### config.mk
export PLATFORM = sky130hd
export DESIGN_NAME = exposure_seq
export DESIGN_NICKNAME = d
export VERILOG_FILES = /design/src/exposure_seq.v
export VERILOG_INCLUDE_DIRS = /design/src
export SDC_FILE = /design/constraint.sdc
export NUM_CORES = 1
export LEC_CHECK = 0
export ABC_CLOCK_PERIOD_IN_PS = 3500
export BUFFER_PORTS_ARGS = -buffer_cell sky130_fd_sc_hd__buf_2
export CAP_MARGIN = 20
export CORE_ASPECT_RATIO = 0.6
export CORE_MARGIN = 10
export CORE_UTILIZATION = 59
export CTS_BUF_LIST = sky130_fd_sc_hd__clkbuf_8
export CTS_CLUSTER_DIAMETER = 100
export DETAILED_ROUTE_END_ITERATION = 10
export PLACE_DENSITY = 0.83
export SLEW_MARGIN = 10
export SYNTH_ARGS = -nofsm -noshare
export SYNTH_HDL_FRONTEND = slang
export SYNTH_SLANG_ARGS = --single-unit
### constraint.sdc
create_clock -name clock -period 3.5 [get_ports clock]
set_clock_uncertainty 0.1 [all_clocks]
set_input_delay 0.35 -clock clock [delete_from_list [all_inputs] [get_ports clock]]
set_output_delay 0.35 -clock clock [all_outputs]
set_load 0.01 [all_outputs]
### src/exposure_seq_regs.vh
// Constants of the exposure sequencer: mode codes, widths, polarity and zero values.
`ifndef EXPOSURE_SEQ_REGS_VH
`define EXPOSURE_SEQ_REGS_VH
`define TRIG_SEL_NONE     2'h0
`define TRIG_SEL_STANDARD 2'h1
`define TRIG_SEL_PULSE    2'h2
`define FRAME_CNT_W       16
`define TIME_W            32
`define FRAMES_ONE        16'h0001
`define POL_ACTIVE_HIGH   1'h1
`define TIME_ZERO         32'h00000000
`define FRAMES_ZERO       16'h0000
`endif

### src/exposure_seq.v
// Exposure sequencer with trigger-driven streaming, single-shot and bulb modes and a software-started free-run mode.
`include "exposure_seq_regs.vh"

module exposure_seq (
  input  wire                      clock,
  input  wire                      rst,
  input  wire                      trigger_in,
  input  wire [1:0]                external_start_select,
  input  wire                      start_edge_polarity,
  input  wire [`FRAME_CNT_W-1:0]   frames_per_trigger,
  input  wire [`TIME_W-1:0]        exposure_cycles,
  input  wire [`TIME_W-1:0]        repeat_cycles,
  input  wire                      arm,
  input  wire                      capture_start,
  input  wire                      stop,
  input  wire                      readout_done,
  output reg                       exposure_active,
  output reg                       readout_start,
  output reg                       busy
);

  localparam [2:0] ST_IDLE    = 3'h0;
  localparam [2:0] ST_EXPOSE  = 3'h1;
  localparam [2:0] ST_BULB    = 3'h2;
  localparam [2:0] ST_READOUT = 3'h3;
  localparam [2:0] ST_WAIT    = 3'h4;
  localparam [2:0] ST_LOCKED  = 3'h5;

  reg                    sync1_r;
  reg                    sync2_r;
  reg                    trig_prev_r;
  reg [2:0]              state_r;
  reg [2:0]              state_nxt;
  reg [`TIME_W-1:0]      exp_cnt_r;
  reg [`TIME_W-1:0]      exp_cnt_nxt;
  reg [`TIME_W-1:0]      rep_cnt_r;
  reg [`TIME_W-1:0]      rep_cnt_nxt;
  reg [`FRAME_CNT_W-1:0] frames_left_r;
  reg [`FRAME_CNT_W-1:0] frames_left_nxt;
  reg                    streaming_r;
  reg                    streaming_nxt;
  reg                    freerun_r;
  reg                    freerun_nxt;
  reg                    readout_start_nxt;
  reg                    load_timers;
  reg                    load_frames;
  reg                    count_frame;

  wire level_active;
  wire start_edge;
  wire end_edge;
  wire sel_none;
  wire sel_std;
  wire sel_bulb;
  wire std_stream;
  wire rep_done;
  wire free_start;
  wire bulb_start;
  wire std_start;
  wire exposure_active_nxt;
  wire busy_nxt;

  // Only the second and third stages are looked at; the first may be metastable.
  always @(posedge clock) begin
    if (rst) begin
      // Loading the idle level keeps a false edge from following reset.
      sync1_r     <= ~start_edge_polarity;
      sync2_r     <= ~start_edge_polarity;
      trig_prev_r <= ~start_edge_polarity;
    end else begin
      sync1_r     <= trigger_in;
      sync2_r     <= sync1_r;
      trig_prev_r <= sync2_r;
    end
  end

  // Polarity folds into the level so every mode sees one "active" sense.
  assign level_active = (start_edge_polarity == `POL_ACTIVE_HIGH) ? sync2_r : ~sync2_r;
  assign start_edge   = (sync2_r != trig_prev_r) && level_active;
  assign end_edge     = (sync2_r != trig_prev_r) && !level_active;

  // Mode choice looks only at trigger settings, never at readout settings.
  assign sel_none   = (external_start_select == `TRIG_SEL_NONE);
  assign sel_std    = (external_start_select == `TRIG_SEL_STANDARD);
  assign sel_bulb   = (external_start_select == `TRIG_SEL_PULSE);
  assign std_stream = (frames_per_trigger != `FRAMES_ONE);
  assign rep_done   = (rep_cnt_r <= 32'h00000001);

  // Hardware starts need arm; the software capture only needs free-run select.
  assign free_start = sel_none && capture_start;
  assign bulb_start = arm && sel_bulb && start_edge;
  assign std_start  = arm && sel_std && start_edge;

  always @* begin
    state_nxt         = state_r;
    streaming_nxt     = streaming_r;
    freerun_nxt       = freerun_r;
    load_timers       = 1'b0;
    load_frames       = 1'b0;
    count_frame       = 1'b0;
    readout_start_nxt = 1'b0;
    case (state_r)
      ST_IDLE: begin
        if (free_start) begin
          // Free run: count zero is taken as one frame.
          freerun_nxt   = 1'b1;
          streaming_nxt = 1'b0;
          load_frames   = 1'b1;
          load_timers   = 1'b1;
          state_nxt     = ST_EXPOSE;
        end else if (bulb_start) begin
          freerun_nxt   = 1'b0;
          streaming_nxt = 1'b0;
          state_nxt     = ST_BULB;
        end else if (std_start) begin
          freerun_nxt   = 1'b0;
          streaming_nxt = std_stream;
          load_timers   = 1'b1;
          state_nxt     = ST_EXPOSE;
        end
      end
      ST_EXPOSE: begin
        if (stop) begin
          // An aborted exposure is dropped, not read out.
          state_nxt = ST_IDLE;
        end else if (exp_cnt_r <= 32'h00000001) begin
          readout_start_nxt = 1'b1;
          state_nxt         = ST_READOUT;
        end
      end
      ST_BULB: begin
        // Stop drops the bulb frame; the end edge hands it to readout.
        if (stop) begin
          state_nxt = ST_IDLE;
        end else if (end_edge) begin
          readout_start_nxt = 1'b1;
          state_nxt         = ST_READOUT;
        end
      end
      ST_READOUT: begin
        // Trigger edges are not looked at here at all.
        if (readout_done) begin
          if (streaming_r) begin
            state_nxt = stop ? ST_IDLE : ST_WAIT;
          end else if (freerun_r && (frames_left_r > 16'h0001) && !stop) begin
            count_frame = 1'b1;
            state_nxt   = ST_WAIT;
          end else if (!freerun_r && !sel_none && arm && !stop) begin
            state_nxt = ST_LOCKED;
          end else begin
            state_nxt = ST_IDLE;
          end
        end
      end
      ST_WAIT: begin
        // Streaming ignores the trigger; only software stop ends it.
        if (stop) begin
          state_nxt = ST_IDLE;
        end else if (rep_done) begin
          load_timers = 1'b1;
          state_nxt   = ST_EXPOSE;
        end
      end
      ST_LOCKED: begin
        // A level already active after readout is not a new edge.
        if (stop || !arm || sel_none) begin
          state_nxt = ST_IDLE;
        end else if (bulb_start) begin
          state_nxt = ST_BULB;
        end else if (std_start) begin
          streaming_nxt = std_stream;
          load_timers   = 1'b1;
          state_nxt     = ST_EXPOSE;
        end
      end
      default: begin
        state_nxt = ST_IDLE;
      end
    endcase
  end

  // Both timers load together at each timed exposure start, so the repeat
  // interval runs from exposure start and not from the end of readout.
  always @* begin
    if (load_timers) begin
      exp_cnt_nxt = exposure_cycles;
    end else if ((state_r == ST_EXPOSE) && (exp_cnt_r > 32'h00000001)) begin
      exp_cnt_nxt = exp_cnt_r - 32'h00000001;
    end else begin
      exp_cnt_nxt = exp_cnt_r;
    end
  end

  always @* begin
    if (load_timers) begin
      rep_cnt_nxt = repeat_cycles;
    end else if (rep_cnt_r != `TIME_ZERO) begin
      rep_cnt_nxt = rep_cnt_r - 32'h00000001;
    end else begin
      rep_cnt_nxt = rep_cnt_r;
    end
  end

  // A count of zero loads as zero and still ends after the first frame.
  always @* begin
    if (load_frames) begin
      frames_left_nxt = frames_per_trigger;
    end else if (count_frame) begin
      frames_left_nxt = frames_left_r - 16'h0001;
    end else begin
      frames_left_nxt = frames_left_r;
    end
  end

  // Outputs are decoded from the next state so they move with the state register.
  assign exposure_active_nxt = (state_nxt == ST_EXPOSE) || (state_nxt == ST_BULB);
  assign busy_nxt            = (state_nxt != ST_IDLE) && (state_nxt != ST_LOCKED);

  always @(posedge clock) begin
    if (rst) begin
      state_r <= ST_IDLE;
    end else begin
      state_r <= state_nxt;
    end
  end

  always @(posedge clock) begin
    if (rst) begin
      exp_cnt_r <= `TIME_ZERO;
    end else begin
      exp_cnt_r <= exp_cnt_nxt;
    end
  end

  always @(posedge clock) begin
    if (rst) begin
      rep_cnt_r <= `TIME_ZERO;
    end else begin
      rep_cnt_r <= rep_cnt_nxt;
    end
  end

  always @(posedge clock) begin
    if (rst) begin
      frames_left_r <= `FRAMES_ZERO;
    end else begin
      frames_left_r <= frames_left_nxt;
    end
  end

  // The mode is latched at the triggered start and held through the repeats, so a later
  // change of the frame count setting does not turn a running stream into single shots.
  always @(posedge clock) begin
    if (rst) begin
      streaming_r <= 1'b0;
      freerun_r   <= 1'b0;
    end else begin
      streaming_r <= streaming_nxt;
      freerun_r   <= freerun_nxt;
    end
  end

  always @(posedge clock) begin
    if (rst) begin
      exposure_active <= 1'b0;
    end else begin
      exposure_active <= exposure_active_nxt;
    end
  end

  // A single-cycle pulse; the readout engine runs on from it by itself.
  always @(posedge clock) begin
    if (rst) begin
      readout_start <= 1'b0;
    end else begin
      readout_start <= readout_start_nxt;
    end
  end

  always @(posedge clock) begin
    if (rst) begin
      busy <= 1'b0;
    end else begin
      busy <= busy_nxt;
    end
  end

endmodule // exposure_seq

After elaboration in Yosys (flattened, before gate mapping). Index checks and enable logic that the tools add are counted.

Output and inout bits: 3. Logic and storage cells: 121. Flip-flop bits (word level): 91. Input port bits: 90.

Reductions and logical operators: 33. Bitwise logic cells: 2. $lt $le $gt $ge: 4. $add $sub $neg: 3. Equal/unequal tests: 14. Muxes and demuxes: 53.

Operators by type and width (count): two-way mux 32 bit (4); less-or-equal comparator 32 x 1 -> 1 bit (second input constant) (2); subtractor 32 x 1 -> 32 bit (second input constant) (2); two-way mux 3 bit (15); greater-than comparator 32 x 1 -> 1 bit (second input constant) (1); two-way mux 16 bit (2); nonzero test 32 bit (1); two-way mux 1 bit (28); one-hot mux 3 bit (6 select lines) (1); greater-than comparator 16 x 1 -> 1 bit (second input constant) (1); inequality test 16 x 1 -> 1 bit (second input constant) (1); subtractor 16 x 1 -> 16 bit (second input constant) (1); logical AND 1 bit (14); == test 3 x 2 -> 1 bit (second input constant) (3); nonzero test 2 bit (4); == test 3 x 1 -> 1 bit (second input constant) (2); == test 3 bit (second input constant) (2); nonzero test 3 bit (2); zero test 1 bit (5); inequality test 2 bit (second input constant) (2); one-hot mux 1 bit (2 select lines) (2); zero test 3 bit (1); logical OR 1 bit (3); inequality test 3 bit (second input constant) (1); 8 further kinds (9).

Logic depth before layout (Yosys ltp). Gate-level depths: netlist of run 1.

Depth after elaboration: 12. Depth in mapped cells: 10. Gate-level depth less buffers: 8.

Least setup slack after synthesis of run 1. OpenSTA, ideal clock, no wires.

Path type: register to register. Start point: reg exp_cnt_r[0]. End point: reg exp_cnt_r[10]. Path buffers: 2. Path slack: 1188 ps. Data arrival time: 2138 ps. Cell stages (with the launch flop): 11. Library setup time: 74 ps. Clock period less this slack: 2312 ps. Data required time: 3326 ps. Path through: dfxtp_1 inv_1 ha_1 nor2_1 nor2_1 and4b_1 buf_2 or3_1 clkbuf_1 or4_1 a31oi_1.

Longest elaborated chain between the ends: 3. Elaborated cells on any way between the ends: 6. Classes of those cells: 1 x add/sub; 1 x order compare; 2 x mux; 2 x reduce/logical.

RTL lines: from (decl) (line exposure_seq.v:34) `` reg [`TIME_W-1:0] exp_cnt_r; ``; from (signal assigned) (line exposure_seq.v:229) `` exp_cnt_r <= `TIME_ZERO; ``; from (signal assigned) (line exposure_seq.v:231) `exp_cnt_r <= exp_cnt_nxt;`; subtractor 32 x 1 -> 32 bit or greater-than comparator 32 x 1 -> 1 bit (tied branches) (line exposure_seq.v:188, exposure_seq.v:187); two-way mux 32 bit or logical AND 1 bit (tied branches) (line exposure_seq.v:187) `end else if ((state_r == ST_EXPOSE) && (exp_cnt_r > 32'h00000001)) begin`; two-way mux 32 bit or nonzero test 2 bit (tied branches).

Parallel ways exist; a longest one is shown, timed or not. The select of a mux whose other input is x is not followed. A chain may end at the register's enable or synchronous reset.

Final worst setup path of run 1.
Start point: reg rep_cnt_r[23]. End point: reg exp_cnt_r[24].

Longest elaborated chain between the ends: 5. Elaborated cells on any way between the ends: 6. Classes of those cells: 1 x order compare; 4 x mux; 1 x reduce/logical.

RTL lines: from (decl) (line exposure_seq.v:36) `` reg [`TIME_W-1:0] rep_cnt_r; ``; from (signal assigned) (line exposure_seq.v:237) `` rep_cnt_r <= `TIME_ZERO; ``; from (signal assigned) (line exposure_seq.v:239) `rep_cnt_r <= rep_cnt_nxt;`; less-or-equal comparator 32 x 1 -> 1 bit (*) (line exposure_seq.v:87) `assign rep_done = (rep_cnt_r <= 32'h00000001);`; two-way mux 1 bit (*) (line exposure_seq.v:159) `end else if (rep_done) begin`; two-way mux 1 bit (*) (line exposure_seq.v:157) `if (stop) begin`; one-hot mux 1 bit (3 select lines) (*) (line exposure_seq.v:102) `case (state_r)`; two-way mux 32 bit or nonzero test 2 bit (tied branches).

Mark *: on every way between the ends. The rest lies on a longest branch, timed or not.

==> results of run 1 <==
[power by group]
part,internal [mW],switching [mW],total [mW]
registers,1.20,0.197,1.40
logic,0.592,0.884,1.48
clock network,0.489,0.383,0.872
total,2.28,1.46,3.75
[area by class of cell]
class	instances	share of cell area, %
well taps	112	2.27
clock buffers	10	2.23
inverters	17	1.03
flip-flops and latches	91	29.5
multi-input cells	528	53.9
repair buffers	108	9.39
clock inverters	6	1.68
[flip-flops by register name (all words and copies together), names as in the netlist]
register and count:
freerun_r 1, rep_cnt_r 32, exp_cnt_r 32, state_r 3
readout_start 1, exposure_active 1, busy 1, trig_prev_r 1
streaming_r 1, sync2_r 1, sync1_r 1, frames_left_r 16
[worst min path at each step]
stage	start	endpoint
6_report	repeat_cycles[22]	rep_cnt_r[22]$_SDFFE_PP0P_
5_1_grt	repeat_cycles[21]	rep_cnt_r[21]$_SDFFE_PP0P_
4_1_cts	repeat_cycles[19]	rep_cnt_r[19]$_SDFFE_PP0P_
3_5_place_dp	sync1_r$_DFF_P_	sync2_r$_DFF_P_
3_3_place_gp	sync1_r$_DFF_P_	sync2_r$_DFF_P_
2_1_floorplan	sync1_r$_DFF_P_	sync2_r$_DFF_P_
[layer usage]
| layer | routed length (µm) | vias to the layer above |
|---|---|---|
| li1 | - | 2705 |
| met4 | 157 | 0 |
| met2 | 6860 | 319 |
| met3 | 1870 | 20 |
| met5 | 0 | - |
| met1 | 7350 | 2677 |
[synth_stat cells, types with 14 or more instances]
| library cell | instances | area share (%) |
|---|---|---|
| inv_1 | 17 | 1.2 |
| nor2_1 | 83 | 5.8 |
| nor4_1 | 19 | 2.2 |
| nand3_1 | 27 | 2.5 |
| dfxtp_1 | 91 | 34 |
| nor3_1 | 36 | 3.3 |
| xnor2_1 | 17 | 2.8 |
| xor2_1 | 21 | 3.4 |
| a21oi_1 | 32 | 3.0 |
| nand2_1 | 57 | 4.0 |
| a31oi_1 | 17 | 2.0 |
| nand4_1 | 14 | 1.6 |
| a211oi_1 | 35 | 4.9 |
| o21ai_0 | 14 | 1.3 |
| clkbuf_1 | 34 | 2.4 |
[critical path: stages, from the launching register on]
cell	delay [ps]
dfxtp_1	350
nor3_1	530
nand4_1	430
nor3_2	500
or2_1	460
buf_4	310
a22oi_1	120
o22ai_1	180
[metrics by stage]
| step | std cells | hold slack [ps] | setup slack [ps] | instance area [µm²] | utilization (%) |
|---|---|---|---|---|---|
| 2_1_floorplan | 677 | 315 | 1190 | 5390 | - |
| 3_3_place_gp | 856 | 327 | 626 | 5940 | 68.4 |
| 3_5_place_dp | 856 | 346 | 574 | 5940 | 68.4 |
| 4_1_cts | 872 | 92.4 | 566 | 6180 | 71.2 |
| 5_1_grt | 872 | 101 | 325 | 6180 | 71.2 |
| 6_report | 872 | 99.4 | 451 | 6180 | 71.2 |
[logic make-up after synthesis]
logic type | Yosys count | synth area share, %
compound gates | 167 | 22.4
xor+xnor | 38 | 6.18
fa+ha+maj | 6 | 1.39
buf+inv | 58 | 4.43
flops | 91 | 33.8
mux | 4 | 0.789
simple gates | 313 | 31.0
==> flow_results.xml, run 1 <==
<?xml version="1.0" encoding="UTF-8"?>
<metrics>
  <group name="finish">
    <metric name="register_area" unit="mm²">0.00182</metric>
    <metric name="multi_input_area" unit="mm²">0.00334</metric>
    <metric name="final_cell_mix" unit="">92 x buf_2, 91 x dfxtp_1, 82 x nor2_1</metric>
    <metric name="design.final.nets" unit="">851</metric>
    <metric name="antenna_cells" unit="">0</metric>
    <metric name="most_frequent_standard_cell_in_the_layout_excluding_fill_and_tap_cells" unit="">buf_2</metric>
    <metric name="area_overhead_of_the_layout_relative_to_synthesis" unit="%">14.7</metric>
    <metric name="final_layout_size_suffix_gt1_share" unit="%">20.0</metric>
    <metric name="layout.filler_cells" unit="">710</metric>
  </group>
  <group name="sta">
    <metric name="post-route-period-util" unit="%">87.1</metric>
    <metric name="maxSlewViolCount" unit="">0</metric>
    <metric name="max_clock_freq" unit="GHz">0.328</metric>
    <metric name="max-slew-margin-rel" unit="%">30.6</metric>
    <metric name="final.setup.tns" unit="ps">0</metric>
    <metric name="grt_setup_unrepaired" unit="">no</metric>
    <metric name="finalSetupViolCount" unit="">0</metric>
    <metric name="report.final.hold_viol_count" unit="">0</metric>
    <metric name="timing_worst_slew_pin_value" unit="ps">1040</metric>
    <metric name="period_needed" unit="ps">3050</metric>
  </group>
  <group name="route">
    <metric name="drt.antenna.violating_nets" unit="">0</metric>
    <metric name="drt-pass1-iter-count" unit="">6</metric>
    <metric name="routed_via_density" unit="">6.56</metric>
    <metric name="post_detailed_routing_wire_length" unit="µm">16200</metric>
    <metric name="drt-initial-drc-count" unit="">806</metric>
    <metric name="vias" unit="">5721</metric>
    <metric name="avgRoutedWirePerCell" unit="µm">18.6</metric>
    <metric name="remaining_drc_errors" unit="">0</metric>
  </group>
  <group name="synthesis">
    <metric name="synth_edf_count" unit="">0</metric>
    <metric name="synth_fp_nets" unit="">773</metric>
    <metric name="synthesis.instances" unit="">677</metric>
    <metric name="synth.cell_area" unit="mm²">0.00539</metric>
    <metric name="synth-seq-cells" unit="">91</metric>
    <metric name="synthDistinctLibCells" unit="">76</metric>
    <metric name="ys_async_sr_fraction" unit="%">0</metric>
    <metric name="syn-mean-instance-area" unit="µm²">7.96</metric>
    <metric name="synth_top_flop_cell" unit="">dfxtp_1</metric>
    <metric name="synth-seq-area-share" unit="%">33.8</metric>
    <metric name="yosys_warnings" unit="">0</metric>
  </group>
  <group name="worst_setup_path">
    <metric name="cp_max_fo" unit="">18</metric>
    <metric name="capturing_instance_or_port_of_the_critical_path" unit="">exp_cnt_r[24]$_SDFFE_PP0P_</metric>
    <metric name="critical_path.reg2reg.startpoint" unit="">rep_cnt_r[23]$_SDFFE_PP0P_</metric>
    <metric name="r2r_slack" unit="ps">450</metric>
    <metric name="ff2ff_path_depth" unit="">7</metric>
    <metric name="worst_setup_path_category" unit="">register to register</metric>
    <metric name="crit-reg2reg-capture" unit="">exp_cnt_r[24]$_SDFFE_PP0P_</metric>
    <metric name="endpoint_kind" unit="">register</metric>
    <metric name="worstPathRequired" unit="ps">3710</metric>
    <metric name="critical_path.startpoint" unit="">rep_cnt_r[23]$_SDFFE_PP0P_</metric>
    <metric name="start_kind" unit="">register</metric>
    <metric name="worst_ep_arrival_time" unit="ps">3260</metric>
  </group>
  <group name="floorplan">
    <metric name="boundaryPins" unit="">93</metric>
    <metric name="initial_core_utilization" unit="%">62.0</metric>
    <metric name="rows" unit="">26</metric>
    <metric name="core_region_area" unit="mm²">0.00869</metric>
    <metric name="die-area" unit="mm²">0.0135</metric>
    <metric name="die_w" unit="µm">143</metric>
    <metric name="die_y" unit="µm">94.0</metric>
  </group>
  <group name="cts">
    <metric name="tritoncts_clock_tree" unit="">done</metric>
    <metric name="cts_sinks" unit="">91</metric>
    <metric name="cts_resized" unit="">0</metric>
    <metric name="cts-htree-levels" unit="">3</metric>
    <metric name="root_buffer_master" unit="">clkbuf_8</metric>
    <metric name="hold_buffers" unit="">0</metric>
    <metric name="tritoncts.num_buffers" unit="">9</metric>
    <metric name="cts.reportedPaths.clkPinSlew" unit="ps">90</metric>
    <metric name="cts-root-to-sink-buffers" unit="">2</metric>
    <metric name="postCtsSetupBuffers" unit="">0</metric>
    <metric name="clkLatencyLatePin" unit="ps">380</metric>
  </group>
  <group name="status">
    <metric name="status" unit="">finished, final reports clean</metric>
  </group>
  <group name="power">
    <metric name="max-vdd-ir-drop" unit="mV">0.324</metric>
    <metric name="power_density" unit="mW/mm²">606</metric>
    <metric name="design_power_total" unit="mW">3.75</metric>
    <metric name="p_leak" unit="nW">2.33</metric>
  </group>
  <group name="place">
    <metric name="place_hpwl" unit="µm">12100</metric>
    <metric name="place.gp.congestion" unit="">0.949</metric>
    <metric name="port_buffers" unit="">92</metric>
  </group>
  <group name="global_routing">
    <metric name="grt_first_pass_wirelength" unit="µm">26000</metric>
    <metric name="grt.met2_usage" unit="%">33.6</metric>
    <metric name="use_met3" unit="%">7.02</metric>
    <metric name="antenna_found_initial" unit="">0</metric>
    <metric name="globalRouteOverflowTotal" unit="">0</metric>
    <metric name="groute.usage.overall" unit="%">23.6</metric>
    <metric name="number_of_global_route_vias_before_repair" unit="">5240</metric>
    <metric name="largest_net_degree_at_the_start_of_global_routing" unit="">47</metric>
    <metric name="global_route.peak_usage_layer" unit="">met2</metric>
    <metric name="gr-usage-met1" unit="%">33.6</metric>
  </group>
  <group name="worst_hold_path">
    <metric name="hold_path_depth" unit="">3</metric>
    <metric name="worst_hold_path_type" unit="">input port to register</metric>
  </group>
  <group name="flow_run">
    <metric name="maxCapViolations" unit="">0</metric>
  </group>
</metrics>
Power figures use the tool's default switching activity.
==> run 2: changes to the inputs <==
- CTS_BUF_LIST: sky130_fd_sc_hd__clkbuf_8 -> unset
==> run 2 against run 1 <==
Compared with the run above:
- flip-flop and latch count stayed put
- first-iteration DRC count decreased by 12%
- non-clock buffer count stayed put
- largest power group unchanged
- final cell count unchanged
- worst setup slack improved by 6.2 ps
- maximum frequency is 0.20% higher
- wire length rose by 2.1%
- highest routed layer unchanged
- power is 7.1% higher
==> flow_results.xml, run 2 (synthesis gave the netlist of run 1 again) <==
<?xml version="1.0" encoding="UTF-8"?>
<metrics>
  <group name="sta">
    <metric name="finalSetupViolCount" unit="">0</metric>
    <metric name="period_needed" unit="ps">3040</metric>
    <metric name="report.final.hold_viol_count" unit="">0</metric>
    <metric name="holdWs" unit="ps">134</metric>
    <metric name="maxSlewViolCount" unit="">0</metric>
    <metric name="final.setup.tns" unit="ps">0</metric>
    <metric name="post-route-period-util" unit="%">86.9</metric>
    <metric name="grt_setup_unrepaired" unit="">no</metric>
    <metric name="timing_worst_slew_pin_value" unit="ps">1060</metric>
    <metric name="max_clock_freq" unit="GHz">0.329</metric>
    <metric name="max-slew-margin-rel" unit="%">29.2</metric>
  </group>
  <group name="floorplan">
    <metric name="die_y" unit="µm">94.0</metric>
    <metric name="initial_core_utilization" unit="%">62.0</metric>
    <metric name="die-area" unit="mm²">0.0135</metric>
    <metric name="rows" unit="">26</metric>
    <metric name="core_region_area" unit="mm²">0.00869</metric>
    <metric name="die_w" unit="µm">143</metric>
    <metric name="boundaryPins" unit="">93</metric>
  </group>
  <group name="cts">
    <metric name="tritoncts_clock_tree" unit="">done</metric>
    <metric name="cts.reportedPaths.clkPinSlew" unit="ps">60</metric>
    <metric name="clkLatencyLatePin" unit="ps">350</metric>
    <metric name="hold_buffers" unit="">0</metric>
    <metric name="cts_sinks" unit="">91</metric>
    <metric name="cts_resized" unit="">0</metric>
    <metric name="cts-htree-levels" unit="">3</metric>
    <metric name="cts-root-to-sink-buffers" unit="">2</metric>
    <metric name="postCtsSetupBuffers" unit="">0</metric>
    <metric name="root_buffer_master" unit="">clkbuf_16</metric>
    <metric name="tritoncts.num_buffers" unit="">9</metric>
  </group>
  <group name="global_routing">
    <metric name="groute.usage.overall" unit="%">24.1</metric>
    <metric name="globalRouteOverflowTotal" unit="">0</metric>
    <metric name="antenna_found_initial" unit="">0</metric>
    <metric name="grt_first_pass_wirelength" unit="µm">26500</metric>
    <metric name="largest_net_degree_at_the_start_of_global_routing" unit="">47</metric>
    <metric name="number_of_global_route_vias_before_repair" unit="">5377</metric>
  </group>
  <group name="route">
    <metric name="drt-initial-drc-count" unit="">713</metric>
    <metric name="remaining_drc_errors" unit="">0</metric>
    <metric name="post_detailed_routing_wire_length" unit="µm">16600</metric>
    <metric name="avgRoutedWirePerCell" unit="µm">19.0</metric>
    <metric name="drt.antenna.violating_nets" unit="">0</metric>
    <metric name="drt-pass1-iter-count" unit="">7</metric>
    <metric name="vias" unit="">5721</metric>
    <metric name="routed_via_density" unit="">6.56</metric>
  </group>
  <group name="place">
    <metric name="place_hpwl" unit="µm">12100</metric>
    <metric name="placed_area" unit="mm²">0.00594</metric>
    <metric name="port_buffers" unit="">92</metric>
    <metric name="dp.cells" unit="">856</metric>
    <metric name="place.gp.congestion" unit="">0.949</metric>
  </group>
  <group name="finish">
    <metric name="most_frequent_standard_cell_in_the_layout_excluding_fill_and_tap_cells" unit="">buf_2</metric>
    <metric name="largestRegisters" unit="">exp_cnt_r x32, rep_cnt_r x32, frames_left_r x16</metric>
    <metric name="fin_area" unit="mm²">0.00628</metric>
    <metric name="final_core_util" unit="%">72.4</metric>
    <metric name="final_layout_size_suffix_gt1_share" unit="%">20.0</metric>
    <metric name="design.final.nets" unit="">851</metric>
    <metric name="fin_cells" unit="">872</metric>
    <metric name="final_cell_mix" unit="">92 x buf_2, 91 x dfxtp_1, 82 x nor2_1</metric>
    <metric name="area_overhead_of_the_layout_relative_to_synthesis" unit="%">16.6</metric>
    <metric name="antenna_cells" unit="">0</metric>
  </group>
  <group name="worst_setup_path">
    <metric name="worst_ep_arrival_time" unit="ps">3220</metric>
    <metric name="path_cells" unit="">nor3_1 -&gt; nand4_1 -&gt; nor3_2 -&gt; or2_1 -&gt; buf_4 -&gt; a22oi_1 -&gt; o22ai_1</metric>
    <metric name="timing.critical_path.slowest_cell_delay" unit="ps">540</metric>
    <metric name="worstPathRequired" unit="ps">3680</metric>
    <metric name="endpoint_kind" unit="">register</metric>
    <metric name="cp_max_fo" unit="">18</metric>
    <metric name="cpMaxStageDelayCell" unit="">nor3_1</metric>
    <metric name="start_kind" unit="">register</metric>
    <metric name="worst_setup_path_category" unit="">register to register</metric>
  </group>
  <group name="worst_hold_path">
    <metric name="worst_hold_path_type" unit="">input port to register</metric>
  </group>
  <group name="power">
    <metric name="power_density" unit="mW/mm²">639</metric>
    <metric name="p_leak" unit="nW">2.38</metric>
    <metric name="max-vdd-ir-drop" unit="mV">0.385</metric>
  </group>
  <group name="flow_run">
    <metric name="maxCapViolations" unit="">0</metric>
  </group>
  <group name="status">
    <metric name="status" unit="">finished, final reports clean</metric>
  </group>
</metrics>
## run 2: cell types whose count changed in the layout (fill, tap and decap cells not counted), sizes merged
cell    previous run  this run
clkbuf            10        11
inv               18        17
## run 2: per-stage QoR
step | setup WS, ps | total power, mW
2_1_floorplan | 1190 | 2.49
3_3_place_gp | 626 | 2.77
3_5_place_dp | 574 | 2.84
4_1_cts | 543 | 3.97
5_1_grt | 304 | 4.22
6_report | 457 | 4.01
## run 2: path summary, 6_finish.rpt
path	start	endpoint	slack [ps]	cells after the start
hold reg to reg	sync1_r$_DFF_P_	sync2_r$_DFF_P_	340	2
setup reg to reg	rep_cnt_r[23]$_SDFFE_PP0P_	exp_cnt_r[24]$_SDFFE_PP0P_	460	7
hold / removal	repeat_cycles[22]	rep_cnt_r[22]$_SDFFE_PP0P_	130	3
setup / recovery	rep_cnt_r[23]$_SDFFE_PP0P_	exp_cnt_r[24]$_SDFFE_PP0P_	460	7
## run 2: report_power, final
| part | total, mW | switching, mW | internal [mW] | leakage (nW) |
|---|---|---|---|---|
| registers | 1.40 | 0.197 | 1.20 | 0.745 |
| logic | 1.49 | 0.895 | 0.592 | 1.46 |
| clock network | 1.13 | 0.411 | 0.715 | 0.169 |
| total | 4.01 | 1.50 | 2.51 | 2.38 |
## run 2: critical path, delay by kind of cell (launching register included)
family	cells	cell delay (ps)
compound gates	2	300
flops	1	350
buf+inv	1	320
simple gates	4	1910
## run 2: per-layer routing
| metal | vias to the layer above | share of wire, % | track usage [%] |
|---|---|---|---|
| met5 | - | 0 | 0 |
| met4 | 0 | 1.1 | 7.11 |
| met3 | 25 | 11 | 7.58 |
| met2 | 319 | 43 | 35.4 |
| met1 | 2662 | 44 | 33.1 |
| li1 | 2715 | - | - |
## run 2: final cells by class
type | instances | area (µm²)
Timing Repair Buffer | 108 | 581
Multi-Input combinational cell | 528 | 3340
Clock inverter | 5 | 100
Clock buffer | 11 | 243
Fill cell | 678 | 2400
Inverter | 17 | 63.8
Tap cell | 112 | 140
Sequential cell | 91 | 1820
